**src/srrc_cfg.svh**
```systemverilog
/*
 * Offsets, field positions, reset values and timing counts of the
 * slave row readout control pair.
 * Assumes a 20 MHz clock and a byte-addressed register port.
 */
`ifndef SRRC_CFG_SVH
`define SRRC_CFG_SVH

`define SRRC_CLK_NS        50
`define SRRC_XFER_NS       200
`define SRRC_XFER_CYC      ((`SRRC_XFER_NS + `SRRC_CLK_NS - 1) / `SRRC_CLK_NS)
`define SRRC_CDS_NS        1000
`define SRRC_CDS_CYC       ((`SRRC_CDS_NS + `SRRC_CLK_NS - 1) / `SRRC_CLK_NS)

`define SRRC_REG_CTRL      8'h00
`define SRRC_REG_CFG       8'h04
`define SRRC_REG_STAT      8'h08
`define SRRC_REG_ROWS      8'h0C
`define SRRC_REG_ACC       8'h10

`define SRRC_CTRL_GO       0
`define SRRC_CTRL_AUTO     1
`define SRRC_CFG_MODE      0
`define SRRC_CFG_CBIN      2
`define SRRC_CFG_LBIN      4
`define SRRC_CFG_VSRC      6
`define SRRC_STAT_BUSY     0
`define SRRC_STAT_STATE    1
`define SRRC_STAT_SWITCHED 4
`define SRRC_STAT_ROWS     16

`define SRRC_CFG_RST       8'h00
`define SRRC_ROWS_RST      16'h0400
`define SRRC_ACC_RST       16'h0008

`endif

```
**src/srrc_pkg.sv**
```systemverilog
/*
 * Types shared by both ends of the slave row readout control pair.
 * Assumes nothing beyond a SystemVerilog compiler.
 */
package srrc_pkg;

    typedef enum logic [1:0] {
        SRRC_MODE_STD   = 2'b00,
        SRRC_MODE_SNAP  = 2'b01,
        SRRC_MODE_ACCUM = 2'b10,
        SRRC_MODE_XRD   = 2'b11
    } srrc_mode_e;

    // Readout mode taken after accumulation is strong enough
    localparam srrc_mode_e SRRC_MODE_READOUT_MODE_HI = SRRC_MODE_SNAP;

    typedef enum logic [2:0] {
        SRRC_C_IDLE = 3'b000,
        SRRC_C_XFER = 3'b001,
        SRRC_C_SAMP = 3'b010,
        SRRC_C_WAIT = 3'b011,
        SRRC_C_READ = 3'b100
    } srrc_ctrl_st_e;

    typedef enum logic [1:0] {
        SRRC_D_IDLE = 2'b00,
        SRRC_D_CDS  = 2'b01,
        SRRC_D_DONE = 2'b10,
        SRRC_D_READ = 2'b11
    } srrc_dev_st_e;

    // Binning code: 00 1X, 01 2X, 1x 4X; result is a right shift
    function automatic logic [1:0] srrc_bin_shift(input logic [1:0] code);
        srrc_bin_shift = code[1] ? 2'h2 : {1'b0, code[0]};
    endfunction

endpackage

```
**src/srrc_if.sv**
```systemverilog
/*
 * Slave-mode control lines between the timing controller and the sensor.
 * Assumes both ends share i_mclk; strobes are active low.
 */
`timescale 1ns/1ps
`default_nettype none

interface srrc_if;
    logic row_xfer_n;
    logic sampling_start_n;
    logic readout_go_n;
    logic sampling_done_n;
    logic video_source_sel;
    logic readout_mode_hi;
    logic readout_mode_lo;
    logic column_bin_hi;
    logic column_bin_lo;
    logic line_bin_hi;
    logic line_bin_lo;

    modport ctrl (
        output row_xfer_n, sampling_start_n, readout_go_n,
        output video_source_sel, readout_mode_hi, readout_mode_lo,
        output column_bin_hi, column_bin_lo, line_bin_hi, line_bin_lo,
        input  sampling_done_n
    );

    modport dev (
        input  row_xfer_n, sampling_start_n, readout_go_n,
        input  video_source_sel, readout_mode_hi, readout_mode_lo,
        input  column_bin_hi, column_bin_lo, line_bin_hi, line_bin_lo,
        output sampling_done_n
    );
endinterface

`default_nettype wire

```
**src/srrc_controller.sv**
```systemverilog
/*
 * Timing controller end: runs the per-row slave sequence over a frame
 * and holds the selects, under software control through a plain
 * register port.
 * Assumes the sensor answers each sampling start with sampling done.
 */
// The address-and-strobe port and the placing of the registers were chosen for this implementation.
`timescale 1ns/1ps
`default_nettype none

`include "srrc_cfg.svh"

module srrc_controller
    import srrc_pkg::*;
#(
    parameter int COLS     = 1024,
    parameter int XFER_CYC = `SRRC_XFER_CYC
) (
    // Clock and reset
    input  wire logic        i_mclk,
    input  wire logic        i_rst,
    // Register port
    input  wire logic [7:0]  i_addr,
    input  wire logic [31:0] i_wdata,
    input  wire logic        i_wr,
    input  wire logic        i_rd,
    output logic [31:0]      o_rdata,
    // Frame status
    output logic             o_busy,
    output logic             o_frame_done,
    // Link to sensor
    srrc_if.ctrl             lnk
);
    if (COLS < 4 || COLS > 65535 || XFER_CYC < 1 || XFER_CYC > 65535)
    begin : g_chk
        $error("srrc_controller: parameter out of range");
    end

    typedef struct packed {
        srrc_ctrl_st_e st;
        logic          auto_sw;
        logic [7:0]    cfg;
        logic [15:0]   rows;
        logic [15:0]   acc_rows;
        logic [15:0]   row_cnt;
        logic [15:0]   acc_cnt;
        logic          switched;
        logic [15:0]   tmr;
        logic          xfer_n;
        logic          samp_n;
        logic          go_n;
        logic          busy;
        logic          frame_done;
        logic [31:0]   rdata;
    } srrc_ctl_s;

    srrc_ctl_s st_ff;
    srrc_ctl_s nxt_st;
    logic [15:0] row_len;
    logic        sw_go;

    assign row_len = 16'(COLS) >> srrc_bin_shift(st_ff.cfg[`SRRC_CFG_CBIN +: 2]);
    assign sw_go   = i_wr && i_addr == `SRRC_REG_CTRL && i_wdata[`SRRC_CTRL_GO];

    ////////////////////////////////////////////////////////////////////
    always_comb begin
        nxt_st            = st_ff;
        nxt_st.frame_done = 1'b0;
        nxt_st.rdata      = '0;

        if (i_wr) begin
            case (i_addr)
                `SRRC_REG_CTRL: nxt_st.auto_sw  = i_wdata[`SRRC_CTRL_AUTO];
                `SRRC_REG_CFG:  nxt_st.cfg      = i_wdata[7:0];
                `SRRC_REG_ROWS: nxt_st.rows     = i_wdata[15:0];
                `SRRC_REG_ACC:  nxt_st.acc_rows = i_wdata[15:0];
                default: ;
            endcase
        end
        if (i_rd) begin
            case (i_addr)
                `SRRC_REG_CTRL: nxt_st.rdata[`SRRC_CTRL_AUTO] = st_ff.auto_sw;
                `SRRC_REG_CFG:  nxt_st.rdata[7:0] = st_ff.cfg;
                `SRRC_REG_STAT: begin
                    nxt_st.rdata[`SRRC_STAT_BUSY]       = st_ff.busy;
                    nxt_st.rdata[`SRRC_STAT_STATE +: 3] = st_ff.st;
                    nxt_st.rdata[`SRRC_STAT_SWITCHED]   = st_ff.switched;
                    nxt_st.rdata[`SRRC_STAT_ROWS +: 16] = st_ff.row_cnt;
                end
                `SRRC_REG_ROWS: nxt_st.rdata[15:0] = st_ff.rows;
                `SRRC_REG_ACC:  nxt_st.rdata[15:0] = st_ff.acc_rows;
                default: ;
            endcase
        end

        // Strobes idle high; only the active step pulls one low
        nxt_st.xfer_n = 1'b1;
        nxt_st.samp_n = 1'b1;
        nxt_st.go_n   = 1'b1;
        case (st_ff.st)
            SRRC_C_IDLE: begin
                if (sw_go && i_wdata[15:0] != 16'h0000) begin
                    nxt_st.busy     = 1'b1;
                    nxt_st.row_cnt  = '0;
                    nxt_st.acc_cnt  = '0;
                    nxt_st.switched = 1'b0;
                    nxt_st.tmr      = 16'(XFER_CYC);
                    nxt_st.xfer_n   = 1'b0;
                    nxt_st.st       = SRRC_C_XFER;
                end
            end
            SRRC_C_XFER: begin
                if (st_ff.tmr > 16'h0001) begin
                    nxt_st.tmr    = st_ff.tmr - 16'h0001;
                    nxt_st.xfer_n = 1'b0;
                end else begin
                    nxt_st.samp_n = 1'b0;
                    nxt_st.st     = SRRC_C_SAMP;
                end
            end
            SRRC_C_SAMP: begin
                nxt_st.st = SRRC_C_WAIT;
            end
            SRRC_C_WAIT: begin
                if (!lnk.sampling_done_n) begin
                    nxt_st.go_n = 1'b0;
                    nxt_st.tmr  = row_len;
                    nxt_st.st   = SRRC_C_READ;
                end
            end
            SRRC_C_READ: begin
                if (st_ff.tmr > 16'h0001) begin
                    nxt_st.tmr = st_ff.tmr - 16'h0001;
                end else begin
                    nxt_st.row_cnt = st_ff.row_cnt + 16'h0001;
                    if (st_ff.cfg[`SRRC_CFG_MODE +: 2] == SRRC_MODE_ACCUM) begin
                        nxt_st.acc_cnt = st_ff.acc_cnt + 16'h0001;
                    end
                    if (st_ff.row_cnt + 16'h0001 >= st_ff.rows) begin
                        nxt_st.busy       = 1'b0;
                        nxt_st.frame_done = 1'b1;
                        nxt_st.st         = SRRC_C_IDLE;
                    end else begin
                        nxt_st.tmr    = 16'(XFER_CYC);
                        nxt_st.xfer_n = 1'b0;
                        nxt_st.st     = SRRC_C_XFER;
                    end
                end
            end
            default: begin
                nxt_st.st = SRRC_C_IDLE;
            end
        endcase

        // Hardware switch wins over a same-cycle software mode write
        if (st_ff.auto_sw && st_ff.acc_cnt >= st_ff.acc_rows
            && st_ff.cfg[`SRRC_CFG_MODE +: 2] == SRRC_MODE_ACCUM) begin
            nxt_st.cfg[`SRRC_CFG_MODE +: 2] = SRRC_MODE_READOUT_MODE_HI;
            nxt_st.switched                 = 1'b1;
        end
    end

    always_ff @(posedge i_mclk) begin
        if (i_rst) begin
            st_ff          <= '0;
            st_ff.st       <= SRRC_C_IDLE;
            st_ff.cfg      <= `SRRC_CFG_RST;
            st_ff.rows     <= `SRRC_ROWS_RST;
            st_ff.acc_rows <= `SRRC_ACC_RST;
            st_ff.xfer_n   <= 1'b1;
            st_ff.samp_n   <= 1'b1;
            st_ff.go_n     <= 1'b1;
        end else begin
            st_ff <= nxt_st;
        end
    end

    ////////////////////////////////////////////////////////////////////
    // Selects are held from registers, never left undriven
    assign lnk.row_xfer_n       = st_ff.xfer_n;
    assign lnk.sampling_start_n = st_ff.samp_n;
    assign lnk.readout_go_n     = st_ff.go_n;
    assign lnk.video_source_sel = st_ff.cfg[`SRRC_CFG_VSRC];
    assign lnk.readout_mode_hi  = st_ff.cfg[`SRRC_CFG_MODE + 1];
    assign lnk.readout_mode_lo  = st_ff.cfg[`SRRC_CFG_MODE];
    assign lnk.column_bin_hi    = st_ff.cfg[`SRRC_CFG_CBIN + 1];
    assign lnk.column_bin_lo    = st_ff.cfg[`SRRC_CFG_CBIN];
    assign lnk.line_bin_hi      = st_ff.cfg[`SRRC_CFG_LBIN + 1];
    assign lnk.line_bin_lo      = st_ff.cfg[`SRRC_CFG_LBIN];
    assign o_rdata              = st_ff.rdata;
    assign o_busy               = st_ff.busy;
    assign o_frame_done         = st_ff.frame_done;
endmodule

`default_nettype wire

```
**src/flat_wrapper.sv**
```systemverilog
// flat-port wrapper written by rule: the top's interface ports become plain ports
module srrc_controller_flat import srrc_pkg::*;
#(
    parameter int COLS     = 1024,
    parameter int XFER_CYC = `SRRC_XFER_CYC
)
  (i_mclk, i_rst, i_addr, i_wdata, i_wr, i_rd, o_rdata, o_busy, o_frame_done, lnk_row_xfer_n, lnk_sampling_start_n, lnk_readout_go_n, lnk_video_source_sel, lnk_readout_mode_hi, lnk_readout_mode_lo, lnk_column_bin_hi, lnk_column_bin_lo, lnk_line_bin_hi, lnk_line_bin_lo, lnk_sampling_done_n);
  srrc_if lnk_i ();
  input  wire logic i_mclk;
  input  wire logic i_rst;
  input  wire logic [7:0] i_addr;
  input  wire logic [31:0] i_wdata;
  input  wire logic i_wr;
  input  wire logic i_rd;
  output logic [31:0] o_rdata;
  output logic o_busy;
  output logic o_frame_done;
  output wire logic [$bits(lnk_i.row_xfer_n)-1:0] lnk_row_xfer_n;
  output wire logic [$bits(lnk_i.sampling_start_n)-1:0] lnk_sampling_start_n;
  output wire logic [$bits(lnk_i.readout_go_n)-1:0] lnk_readout_go_n;
  output wire logic [$bits(lnk_i.video_source_sel)-1:0] lnk_video_source_sel;
  output wire logic [$bits(lnk_i.readout_mode_hi)-1:0] lnk_readout_mode_hi;
  output wire logic [$bits(lnk_i.readout_mode_lo)-1:0] lnk_readout_mode_lo;
  output wire logic [$bits(lnk_i.column_bin_hi)-1:0] lnk_column_bin_hi;
  output wire logic [$bits(lnk_i.column_bin_lo)-1:0] lnk_column_bin_lo;
  output wire logic [$bits(lnk_i.line_bin_hi)-1:0] lnk_line_bin_hi;
  output wire logic [$bits(lnk_i.line_bin_lo)-1:0] lnk_line_bin_lo;
  input wire logic [$bits(lnk_i.sampling_done_n)-1:0] lnk_sampling_done_n;
  assign lnk_row_xfer_n = lnk_i.row_xfer_n;
  assign lnk_sampling_start_n = lnk_i.sampling_start_n;
  assign lnk_readout_go_n = lnk_i.readout_go_n;
  assign lnk_video_source_sel = lnk_i.video_source_sel;
  assign lnk_readout_mode_hi = lnk_i.readout_mode_hi;
  assign lnk_readout_mode_lo = lnk_i.readout_mode_lo;
  assign lnk_column_bin_hi = lnk_i.column_bin_hi;
  assign lnk_column_bin_lo = lnk_i.column_bin_lo;
  assign lnk_line_bin_hi = lnk_i.line_bin_hi;
  assign lnk_line_bin_lo = lnk_i.line_bin_lo;
  assign lnk_i.sampling_done_n = lnk_sampling_done_n;
  srrc_controller #(.COLS(COLS), .XFER_CYC(XFER_CYC)) u_core (.i_mclk(i_mclk), .i_rst(i_rst), .i_addr(i_addr), .i_wdata(i_wdata), .i_wr(i_wr), .i_rd(i_rd), .o_rdata(o_rdata), .o_busy(o_busy), .o_frame_done(o_frame_done), .lnk(lnk_i));
endmodule
```
**config.mk**
```make
export PLATFORM = sky130hd
export DESIGN_NAME = srrc_controller_flat
export DESIGN_NICKNAME = d
export VERILOG_FILES = /design/src/srrc_pkg.sv /design/src/srrc_if.sv /design/src/srrc_controller.sv /design/src/flat_wrapper.sv
export VERILOG_INCLUDE_DIRS = /design/src /design/src/src
export SDC_FILE = /design/constraint.sdc
export NUM_CORES = 1
export LEC_CHECK = 0
export ABC_AREA = 1
export BUFFER_PORTS_ARGS = -buffer_cell sky130_fd_sc_hd__clkbuf_2
export CAP_MARGIN = 25
export CORE_MARGIN = 2
export CORE_UTILIZATION = 53
export DETAILED_ROUTE_END_ITERATION = 6
export GPL_TIMING_DRIVEN = 0
export PLACE_DENSITY = 0.77
export SYNTH_ARGS = -nofsm -noshare
export SYNTH_HDL_FRONTEND = slang
export SYNTH_SLANG_ARGS = --single-unit
```
**constraint.sdc**
```tcl
create_clock -name i_mclk -period 2.7 [get_ports i_mclk]
set_input_delay 0.135 -clock i_mclk [delete_from_list [all_inputs] [get_ports i_mclk]]
set_output_delay 0.135 -clock i_mclk [all_outputs]
set_load 0.02 [all_outputs]
```
==> results.txt, run 1 <==
Iteration count of the initial detailed-routing pass: 5
End of the worst register-to-register path: u_core.st_ff[47]
Library cell with the highest instance count after synthesis: sky130_fd_sc_hd__nand2_1
PD cells: 518 mW/mm^2
Max-slew violation total from the final report: 0
Setup slack at placement: -528 ps
First element of the critical path: u_core.st_ff[70]
Area added between synthesis and finish: 24.5%
Critical path startpoint category: register
Endpoint of the most critical setup path: u_core.st_ff[47]
Remaining global-route overflow: 0
Maximum number of pins on one net before global-route repair: 17
Cell leakage power: 3.92 nW
Ys async rst share: 0%
Placed standard-cell area: 0.00776 mm^2
Predominant post-synthesis flop cell: sky130_fd_sc_hd__dfxtp_1
Total Die Area: 0.0145 mm^2
RD Place Congestion: 0.880
Detail-routed net length per standard cell: 15.4 um
Initial drt markers: 637
Ant. Diodes: 0
Crit Path Class: reg2reg
Cell row count: 42
Internal portion of total power: 3.64 mW
Top cells by count, synth: 209 x sky130_fd_sc_hd__nand2_1, 130 x sky130_fd_sc_hd__dfxtp_1, 122 x sky130_fd_sc_hd__inv_1, 105 x sky130_fd_sc_hd__a21oi_1, 99 x sky130_fd_sc_hd__nor2_1
Number of flip-flops in the largest register: 86
Max-slew headroom: 41.4%
Critical register-to-register path startpoint: u_core.st_ff[70]
Class of the tightest hold or removal check: in2reg
Library cells used by synthesis: 43
Clock-pin slew of the registers on the worst-case setup and hold paths: 60 ps
CP Capture Type: register
Synthesized Nets: 1,086
Maximum clock skew at final layout: 7.96 ps
Floorplan core area: 0.0132 mm^2
Post-DP HPWL: 13,500 um
Final design area excluding fillers: 0.00894 mm^2
Portion of the post-synthesis area used by sequential elements: 36.2%
First-pass GRT wire length: 31,300 um
Proportion of layout cells with a drive suffix above 1: 25.6%
Top Ports: 89
Buffer levels on the longest clock path: 2
CTS buffer count: 17
EDFF count, synth: 0
Cell types with the largest area share after synthesis: sky130_fd_sc_hd__dfxtp_1 36%, sky130_fd_sc_hd__nand2_1 11%, sky130_fd_sc_hd__a21oi_1 7.3%
Layout net count: 1,200
Highest achievable clock rate: 354 MHz
Buffers added on ports: 71
Horizontal extent of the die: 120 um
Maximum level of the CTS H-tree: 4
Final critical-path setup slack: -121 ps
Worst Path Required: 3020 ps
Synth Cell Area: 0.00718 mm^2
Comb power frac: 2.6%
DR vias/cell: 5.42
Top fanout value on the critical path: 5
Clock Sink Count: 130
DRC: 0
Net Sw Power: 991 uW
Max capacitance violation total: 0
Clk pwr share: 56.1%
Fill cells: 1,078
Synthesized area per cell: 7.14 um^2
Final worst-path cycle share: 104%
Final number of hold-violating endpoints: 0
Initial cell density of the core: 54.2%
Clk Latency, worst-skew pair: 430 ps
Number of antenna violations at the first check in global routing: 0
Cell type contributing the most total cell area after synthesis: sky130_fd_sc_hd__dfxtp_1
CTS tree: done
Number of warning messages in the yosys log: 0
Worst endpoint data arrival time: 3140 ps
Via count of the first global-routing pass: 6,427
Status: finished with violations
Total of flip-flops plus latches after synthesis: 130
Top reg by flops: u_core.st_ff
Final critical-path required period: 2820 ps
Aggregate global-route resource usage: 27.4%
Share of the synthesized area in the top cell type: 36.2%
Switching part of the total power: 21.4%
Chip Height: 120 um
Routed wire length: 20,100 um
Final setup violation count: 15
Post-DRT Antenna Nets: 0
Depth of the worst register-to-register path: 19
Share of power burned in registers: 41.4%
Clk Tree Root Cell: sky130_fd_sc_hd__clkbuf_16
Count of mapped cells out of synthesis: 1,005
Violated checks: setup timing
Setup repair after global routing missed its margin: true
Via total after detailed routing: 7,079
Max VDD drop: 0.000414 V
Worst slew pin tran: 879 ps
R2R Setup Slk: -120 ps
[stage by stage]
| step | power (mW) | instances | hold slack, ps | setup TNS [ps] | utilization (%) |
|---|---|---|---|---|---|
| final | 4.63 | 1307 | 21.6 | -1100 | 67.5 |
| after global routing | 4.73 | 1307 | 44.4 | -3050 | 67.5 |
| after CTS | 4.61 | 1304 | 13.0 | -9.89 | 65.9 |
| after detailed placement | 2.07 | 1252 | 373 | -7830 | 58.6 |
| after global placement | 2.07 | 1252 | 349 | -7000 | 58.6 |
| after floorplan | 2.02 | 1005 | 234 | 0 | - |
[logic make-up after synthesis]
group / Yosys count / share of synthesized area (%)
DFF: 130 / 36.2
buffers and inverters: 193 / 12.4
AOI/OAI and AO/OA: 196 / 15.1
xor gates and xnor gates: 29 / 3.54
and+or+nand+nor: 421 / 26.4
adders and majority gates: 36 / 6.27
[worst min path at each step]
stage	start	endpoint	slack, ps	depth (start not counted)
3_5_place_dp	lnk_sampling_done_n	u_core.lnk.readout_go_n	370	3
4_1_cts	i_wdata[7]	u_core.st_ff[93]	10	3
5_1_grt	i_wdata[15]	u_core.st_ff[117]	40	3
3_3_place_gp	lnk_sampling_done_n	u_core.lnk.readout_go_n	350	3
6_report	i_wdata[7]	u_core.st_ff[93]	20	3
2_1_floorplan	lnk_sampling_done_n	u_core.lnk.readout_go_n	230	2
[cells in the final DEF (no fill, tap or decap), types with 3 or more instances in the layout]
cell,synthesis,layout
sky130_fd_sc_hd__a211oi_1,3,3
sky130_fd_sc_hd__a21oi_1,105,97
sky130_fd_sc_hd__a21oi_2,9,17
sky130_fd_sc_hd__buf_2,9,9
sky130_fd_sc_hd__buf_4,33,50
sky130_fd_sc_hd__buf_6,3,5
sky130_fd_sc_hd__bufinv_16,0,5
sky130_fd_sc_hd__clkbuf_1,14,15
sky130_fd_sc_hd__clkbuf_16,0,17
sky130_fd_sc_hd__clkbuf_2,0,71
sky130_fd_sc_hd__clkinvlp_4,0,3
sky130_fd_sc_hd__dfxtp_1,130,120
sky130_fd_sc_hd__dfxtp_2,0,5
sky130_fd_sc_hd__dfxtp_4,0,5
sky130_fd_sc_hd__dlygate4sd3_1,0,3
sky130_fd_sc_hd__ha_1,36,34
sky130_fd_sc_hd__inv_1,122,118
sky130_fd_sc_hd__inv_2,11,14
sky130_fd_sc_hd__nand2_1,209,200
sky130_fd_sc_hd__nand2_2,15,21
sky130_fd_sc_hd__nand2_4,3,5
sky130_fd_sc_hd__nand3_1,36,31
sky130_fd_sc_hd__nand3_2,2,5
sky130_fd_sc_hd__nand3_4,1,3
sky130_fd_sc_hd__nand4_1,11,11
sky130_fd_sc_hd__nor2_1,99,92
sky130_fd_sc_hd__nor2_2,10,13
sky130_fd_sc_hd__nor2_4,8,12
sky130_fd_sc_hd__nor3_1,16,13
sky130_fd_sc_hd__o211ai_1,10,10
sky130_fd_sc_hd__o21ai_0,49,47
sky130_fd_sc_hd__o21ai_1,5,6
sky130_fd_sc_hd__o21ai_2,2,3
sky130_fd_sc_hd__o221ai_1,4,4
sky130_fd_sc_hd__o22ai_1,4,4
sky130_fd_sc_hd__or2_2,3,3
sky130_fd_sc_hd__xor2_1,27,23
sky130_fd_sc_hd__xor2_2,0,3
[timing repair]
action / CTS / global route
gates resized for setup: 36 / 47
cloned: 1 / 0
buffers inserted: 17 / 4
endpoints found under the hold margin: 3 / 0
hold buffers: 3 / 0
endpoints found under the setup margin: 20 / 20
pin swaps: 11 / 27
[area by class of cell]
| type | instances | area, um^2 | share of cell area [%] |
|---|---|---|---|
| clock buffers | 20 | 457 | 5.11 |
| inverters | 133 | 503 | 5.63 |
| clock inverters | 11 | 200 | 2.24 |
| plain buffers | 60 | 399 | 4.47 |
| multi-input cells | 682 | 3950 | 44.2 |
| repair buffers | 95 | 578 | 6.47 |
| well taps | 176 | 220 | 2.46 |
| flip-flops and latches | 130 | 2630 | 29.4 |
[power groups by stage]
stage / registers (mW) / clock network [mW] / logic (mW)
floorplan: 1.96 / 0 / 0.0558
finish: 1.92 / 2.60 / 0.119
global route: 1.92 / 2.68 / 0.130
CTS: 1.92 / 2.58 / 0.116
detailed placement: 1.96 / 0 / 0.111
global placement: 1.96 / 0 / 0.110
[layer usage]
| metal | global-route usage [%] | part of all wire (%) | vias up | wire length [um] |
|---|---|---|---|---|
| met5 | 0 | 0 | - | 0 |
| li1 | - | - | 3440 | - |
| met3 | 4.95 | 9.0 | 60 | 1820 |
| met2 | 42.2 | 45 | 379 | 9050 |
| met4 | 11.0 | 2.6 | 0 | 518 |
| met1 | 38.0 | 43 | 3200 | 8740 |
[worst max-delay path, stage by stage (launching register included)]
cell and delay [ps]:
sky130_fd_sc_hd__dfxtp_4 400, sky130_fd_sc_hd__nand3_4 120, sky130_fd_sc_hd__inv_2 60, sky130_fd_sc_hd__nand2_1 90, sky130_fd_sc_hd__nor2_2 150, sky130_fd_sc_hd__nand2_2 120
sky130_fd_sc_hd__nor2_4 100, sky130_fd_sc_hd__nand3_1 80, sky130_fd_sc_hd__nand2_1 110, sky130_fd_sc_hd__and2_4 170, sky130_fd_sc_hd__ha_4 200, sky130_fd_sc_hd__a21oi_2 180
sky130_fd_sc_hd__o21ai_2 100, sky130_fd_sc_hd__nor2_4 180, sky130_fd_sc_hd__nand2_2 100, sky130_fd_sc_hd__nand2_4 110, sky130_fd_sc_hd__nand2_8 90, sky130_fd_sc_hd__buf_12 160
sky130_fd_sc_hd__nor2_2 140, sky130_fd_sc_hd__nor2_2 50
(Power assumes the default switching activity.)
==> inputs of run 2 (changes only) <==
--- a/config.mk
+++ b/config.mk
@@ -10,10 +10,11 @@
 export BUFFER_PORTS_ARGS = -buffer_cell sky130_fd_sc_hd__clkbuf_2
 export CAP_MARGIN = 25
 export CORE_MARGIN = 2
-export CORE_UTILIZATION = 53
+export CORE_UTILIZATION = 50
 export DETAILED_ROUTE_END_ITERATION = 6
 export GPL_TIMING_DRIVEN = 0
-export PLACE_DENSITY = 0.77
+export PLACE_DENSITY = 0.73
+export SKIP_CTS_REPAIR_TIMING = 1
 export SYNTH_ARGS = -nofsm -noshare
 export SYNTH_HDL_FRONTEND = slang
 export SYNTH_SLANG_ARGS = --single-unit
==> results.txt, run 2 (same netlist as run 1, synthesis figures left out) <==
Status: finished with violations
Violated checks: hold timing, setup timing
Clk Latency, worst-skew pair: 430 ps
CTS tree: done
Highest achievable clock rate: 349 MHz
Post-DP HPWL: 13,900 um
Remaining global-route overflow: 0
Maximum number of pins on one net before global-route repair: 17
Placed insts: 1,256
Final number of hold-violating endpoints: 1
Max VDD drop: 0.000379 V
Cell row count: 43
Horizontal extent of the die: 124 um
Total Die Area: 0.0153 mm^2
First-pass GRT wire length: 30,100 um
Buffer levels on the longest clock path: 2
Via total after detailed routing: 6,924
CP Capture Type: register
Worst endpoint data arrival time: 3140 ps
Number of flip-flops in the largest register: 86
Clock Sink Count: 130
Maximum level of the CTS H-tree: 4
Buffers added on ports: 71
Class of the tightest hold or removal check: in2reg
Setup repair after global routing missed its margin: true
Aggregate global-route resource usage: 25.5%
Top fanout value on the critical path: 6
Final setup violation count: 16
Ant. Diodes: 0
Routed wire length: 19,500 um
Clk Tree Root Cell: sky130_fd_sc_hd__clkbuf_16
Final critical-path setup slack: -164 ps
Final worst-path cycle share: 106%
DRC: 0
Worst slew pin tran: 965 ps
Critical path startpoint category: register
Top Ports: 89
Fin Setup TNS: -1920 ps
Maximum clock skew at final layout: 10.2 ps
Chip Height: 124 um
Proportion of layout cells with a drive suffix above 1: 23.6%
Initial drt markers: 685
Crit Path Class: reg2reg
Hold slack final: -13.6 ps
Most used cells in the layout excluding fill and tap cells: 200 x sky130_fd_sc_hd__nand2_1, 123 x sky130_fd_sc_hd__dfxtp_1, 122 x sky130_fd_sc_hd__inv_1
RD Place Congestion: 0.921
Critical register-to-register path startpoint: u_core.st_ff[70]
Initial cell density of the core: 51.5%
Post-route non-filler standard cell count: 1,305
Layout net count: 1,194
Max-slew violation total from the final report: 0
First element of the critical path: u_core.st_ff[70]
Iteration count of the initial detailed-routing pass: 5
Via count of the first global-routing pass: 6,104
Worst Path Required: 2970 ps
Fin util: 62.8%
Number of antenna violations at the first check in global routing: 0
Floorplan core area: 0.0139 mm^2
Max-slew headroom: 35.6%
Clock-pin slew of the registers on the worst-case setup and hold paths: 60 ps
Final critical-path required period: 2860 ps
Area added between synthesis and finish: 21.9%
DR vias/cell: 5.31
Max capacitance violation total: 0
Start point of the worst hold path: i_wdata[3]
CTS buffer count: 17
Detail-routed net length per standard cell: 14.9 um
PD cells: 509 mW/mm^2
Top reg by flops: u_core.st_ff
Cell leakage power: 3.83 nW
Post-DRT Antenna Nets: 0
Most common cell after layout, fill and taps aside: sky130_fd_sc_hd__nand2_1
Setup slack at placement: -593 ps
-- run 2: power by group --
| group | switching, mW | internal [mW] | leakage [nW] |
|---|---|---|---|
| Sequential | 0.00119 | 1.91 | 1.05 |
| Clock | 0.898 | 1.53 | 0.295 |
| Combinational | 0.0844 | 0.0342 | 2.48 |
-- run 2: layout make-up --
cell class,count,area [um^2]
Tap cell,180,225
Clock buffer,20,467
Sequential cell,130,2620
Buffer,60,399
Clock inverter,11,153
Timing Repair Buffer,88,518
Inverter,133,499
Fill cell,1224,5180
Multi-Input combinational cell,683,3870
-- run 2: final timing paths --
kind	endpoint	slack (ps)	depth (start not counted)
max reg2reg	u_core.st_ff[50]	-160	16
max	u_core.st_ff[50]	-160	16
min reg2reg	u_core.o_rdata[15]	460	2
min	u_core.st_ff[89]	-10	3
-- run 2: metal layers --
| layer | up-vias | global-route usage (%) | part of all wire (%) |
|---|---|---|---|
| met5 | - | 0 | 0 |
| li1 | 3431 | - | - |
| met1 | 3171 | 35.9 | 46 |
| met3 | 28 | 4.90 | 8.0 |
| met4 | 0 | 8.59 | 1.6 |
| met2 | 294 | 39.1 | 44 |
-- run 2: through the flow --
stage	power, mW	instance area (um^2)	hold WS (ps)
2_1_floorplan	2.02	7180	234
3_3_place_gp	2.07	7760	342
3_5_place_dp	2.07	7760	343
4_1_cts	4.47	8380	-94.5
5_1_grt	4.55	8750	14.4
6_report	4.46	8750	-13.6
-- run 2: critical path, cell delays in order (launching register included) --
cell and delay (ps):
sky130_fd_sc_hd__dfxtp_4 400, sky130_fd_sc_hd__ha_4 160, sky130_fd_sc_hd__nand3_4 110, sky130_fd_sc_hd__nor3_4 250, sky130_fd_sc_hd__inv_1 80, sky130_fd_sc_hd__nor2_2 130
sky130_fd_sc_hd__xor2_1 240, sky130_fd_sc_hd__ha_1 280, sky130_fd_sc_hd__nand4_1 170, sky130_fd_sc_hd__a21oi_2 70, sky130_fd_sc_hd__nor2_4 190, sky130_fd_sc_hd__nand2_2 100
sky130_fd_sc_hd__nand2_4 150, sky130_fd_sc_hd__nand2_8 80, sky130_fd_sc_hd__clkbuf_16 180, sky130_fd_sc_hd__nand2_4 50, sky130_fd_sc_hd__a21oi_2 40
==> inputs of run 3 (changes only) <==
--- a/config.mk
+++ b/config.mk
@@ -13,7 +13,7 @@
 export CORE_UTILIZATION = 50
 export DETAILED_ROUTE_END_ITERATION = 6
 export GPL_TIMING_DRIVEN = 0
-export PLACE_DENSITY = 0.73
+export PLACE_DENSITY_LB_ADDON = 0.08
 export SKIP_CTS_REPAIR_TIMING = 1
 export SYNTH_ARGS = -nofsm -noshare
 export SYNTH_HDL_FRONTEND = slang
==> results.txt, run 3 (same netlist as run 1, synthesis figures left out) <==
Start point of the worst hold path: i_wdata[4]
Crit Path Class: reg2reg
Violated checks: setup timing
Initial drt markers: 617
Most common cell after layout, fill and taps aside: sky130_fd_sc_hd__nand2_1
Chip Height: 124 um
Remaining global-route overflow: 0
Max VDD drop: 0.000325 V
Class of the tightest hold or removal check: in2reg
Clock Sink Count: 130
Number of antenna violations at the first check in global routing: 0
Max capacitance violation total: 0
Top reg by flops: u_core.st_ff
Routed wire length: 19,500 um
Placed standard-cell area: 0.00776 mm^2
Depth of the worst register-to-register path: 17
Final design area excluding fillers: 0.00882 mm^2
Via count of the first global-routing pass: 5,917
Setup repair after global routing missed its margin: true
CP Cell Sequence: ha_4 > nand3_4 > nor3_4 > inv_2 > nor2_4 > xor2_2 > ha_1 > nand4_1 > buf_4 > nor2_4 > nand2_4 > nand2_4 > nand2_4 > nand2_8 > clkbuf_16 > nand2_2 > a21oi_2
Area added between synthesis and finish: 22.8%
Maximum clock skew at final layout: 8.19 ps
Maximum level of the CTS H-tree: 4
Final critical-path required period: 2820 ps
Status: finished with violations
Max-slew violation total from the final report: 0
Top Ports: 89
Buffer levels on the longest clock path: 2
Ant. Diodes: 0
Cell row count: 43
Floorplan core area: 0.0139 mm^2
Critical register-to-register path startpoint: u_core.st_ff[70]
Worst path most repeated cell: sky130_fd_sc_hd__nand2_4
Highest achievable clock rate: 354 MHz
Critical path startpoint category: register
CTS buffer count: 17
Proportion of layout cells with a drive suffix above 1: 23.9%
End of the worst register-to-register path: u_core.st_ff[48]
Fin Setup TNS: -1560 ps
CTS tree: done
RD Place Congestion: 0.870
Worst Path Required: 3050 ps
DR vias/cell: 5.16
Number of flip-flops in the largest register: 86
First-pass GRT wire length: 30,000 um
Final number of hold-violating endpoints: 0
Final setup violation count: 16
Cell leakage power: 3.85 nW
Top fanout value on the critical path: 6
Buffers added on ports: 71
Maximum number of pins on one net before global-route repair: 17
Aggregate global-route resource usage: 25.9%
Area of the multi-input gates: 0.00390 mm^2
DRC: 0
Final worst-path cycle share: 105%
Layout net count: 1,195
Critical-path cell with the highest stage delay: sky130_fd_sc_hd__dfxtp_4
Fill cells: 1,311
Detail-routed net length per standard cell: 14.9 um
Iteration count of the initial detailed-routing pass: 5
Max-slew headroom: 31.3%
Horizontal extent of the die: 124 um
PD cells: 516 mW/mm^2
Initial cell density of the core: 51.5%
Final critical-path setup slack: -123 ps
Final Power: 4.55 mW
Post-DRT Antenna Nets: 0
Clk Tree Root Cell: sky130_fd_sc_hd__clkbuf_16
Total Die Area: 0.0153 mm^2
R2R Setup Slk: -120 ps
Area taken by flip-flops and latches: 0.00263 mm^2
Critical path's largest stage delay: 410 ps
Setup slack at placement: -619 ps
Worst slew pin tran: 1030 ps
Post-DP HPWL: 14,200 um
CP Capture Type: register
Worst hold path endpoint: u_core.st_ff[90]
Most used cells in the layout excluding fill and tap cells: 204 x sky130_fd_sc_hd__nand2_1, 123 x sky130_fd_sc_hd__dfxtp_1, 121 x sky130_fd_sc_hd__inv_1
Clk Latency, worst-skew pair: 430 ps
Worst endpoint data arrival time: 3180 ps
Clock-pin slew of the registers on the worst-case setup and hold paths: 60 ps
Via total after detailed routing: 6,744
Worst hold path cell count: 3
==> run 3: cell types whose count changed in the layout (fill, tap and decap cells not counted), moves of 2 or more <==
cell,delta
sky130_fd_sc_hd__nor2_2,-2
sky130_fd_sc_hd__ha_4,+2
sky130_fd_sc_hd__nand2_1,+4
sky130_fd_sc_hd__buf_6,+2
sky130_fd_sc_hd__ha_1,-2
sky130_fd_sc_hd__nand2_2,-4
sky130_fd_sc_hd__clkbuf_8,-2
==> run 3: stage by stage <==
step / hold slack (ps) / instances / util [%]
after floorplan: 234 / 1005 / -
after global placement: 340 / 1256 / 55.7
after detailed placement: 351 / 1256 / 55.7
after CTS: -91.4 / 1288 / 60.3
after global routing: 17.4 / 1307 / 63.3
final: 10.5 / 1307 / 63.3
==> run 3: final cells by class <==
class,count,area share [%]
clock buffers,18,4.98
repair buffers,90,6.02
well taps,180,2.55
flip-flops and latches,130,29.8
inverters,133,5.66
clock inverters,14,2.30
plain buffers,60,4.53
multi-input cells,682,44.2
==> run 3: worst max-delay path by stage <==
stage | from | end
after CTS | u_core.st_ff[70] | u_core.st_ff[47]
after floorplan | u_core.st_ff[70] | u_core.st_ff[47]
after detailed placement | u_core.st_ff[70] | u_core.st_ff[47]
after global routing | u_core.st_ff[70] | u_core.st_ff[44]
final | u_core.st_ff[70] | u_core.st_ff[48]
after global placement | u_core.st_ff[70] | u_core.st_ff[47]
==> run 3: layer usage <==
metal / share of wire (%) / global-route usage [%] / vias up
li1: - / - / 3439
met1: 49 / 37.8 / 3074
met2: 44 / 38.4 / 209
met3: 5.6 / 5.08 / 22
met4: 1.3 / 7.67 / 0
met5: 0 / 0 / -
==> run 3: report_power, final <==
part / internal (mW) / total (mW) / switching (mW)
combinational: 0.0355 / 0.120 / 0.0843
clock: 1.58 / 2.52 / 0.932
sequential: 1.91 / 1.91 / 0.00118
==> run 3: critical path: cells and delay by family (launching register included) <==
| kind | cells | cell delay [ps] |
|---|---|---|
| xor+xnor | 1 | 110 |
| fa+ha+maj | 2 | 480 |
| buf+inv | 3 | 410 |
| compound gates | 1 | 100 |
| flops | 1 | 410 |
| simple gates | 10 | 1230 |
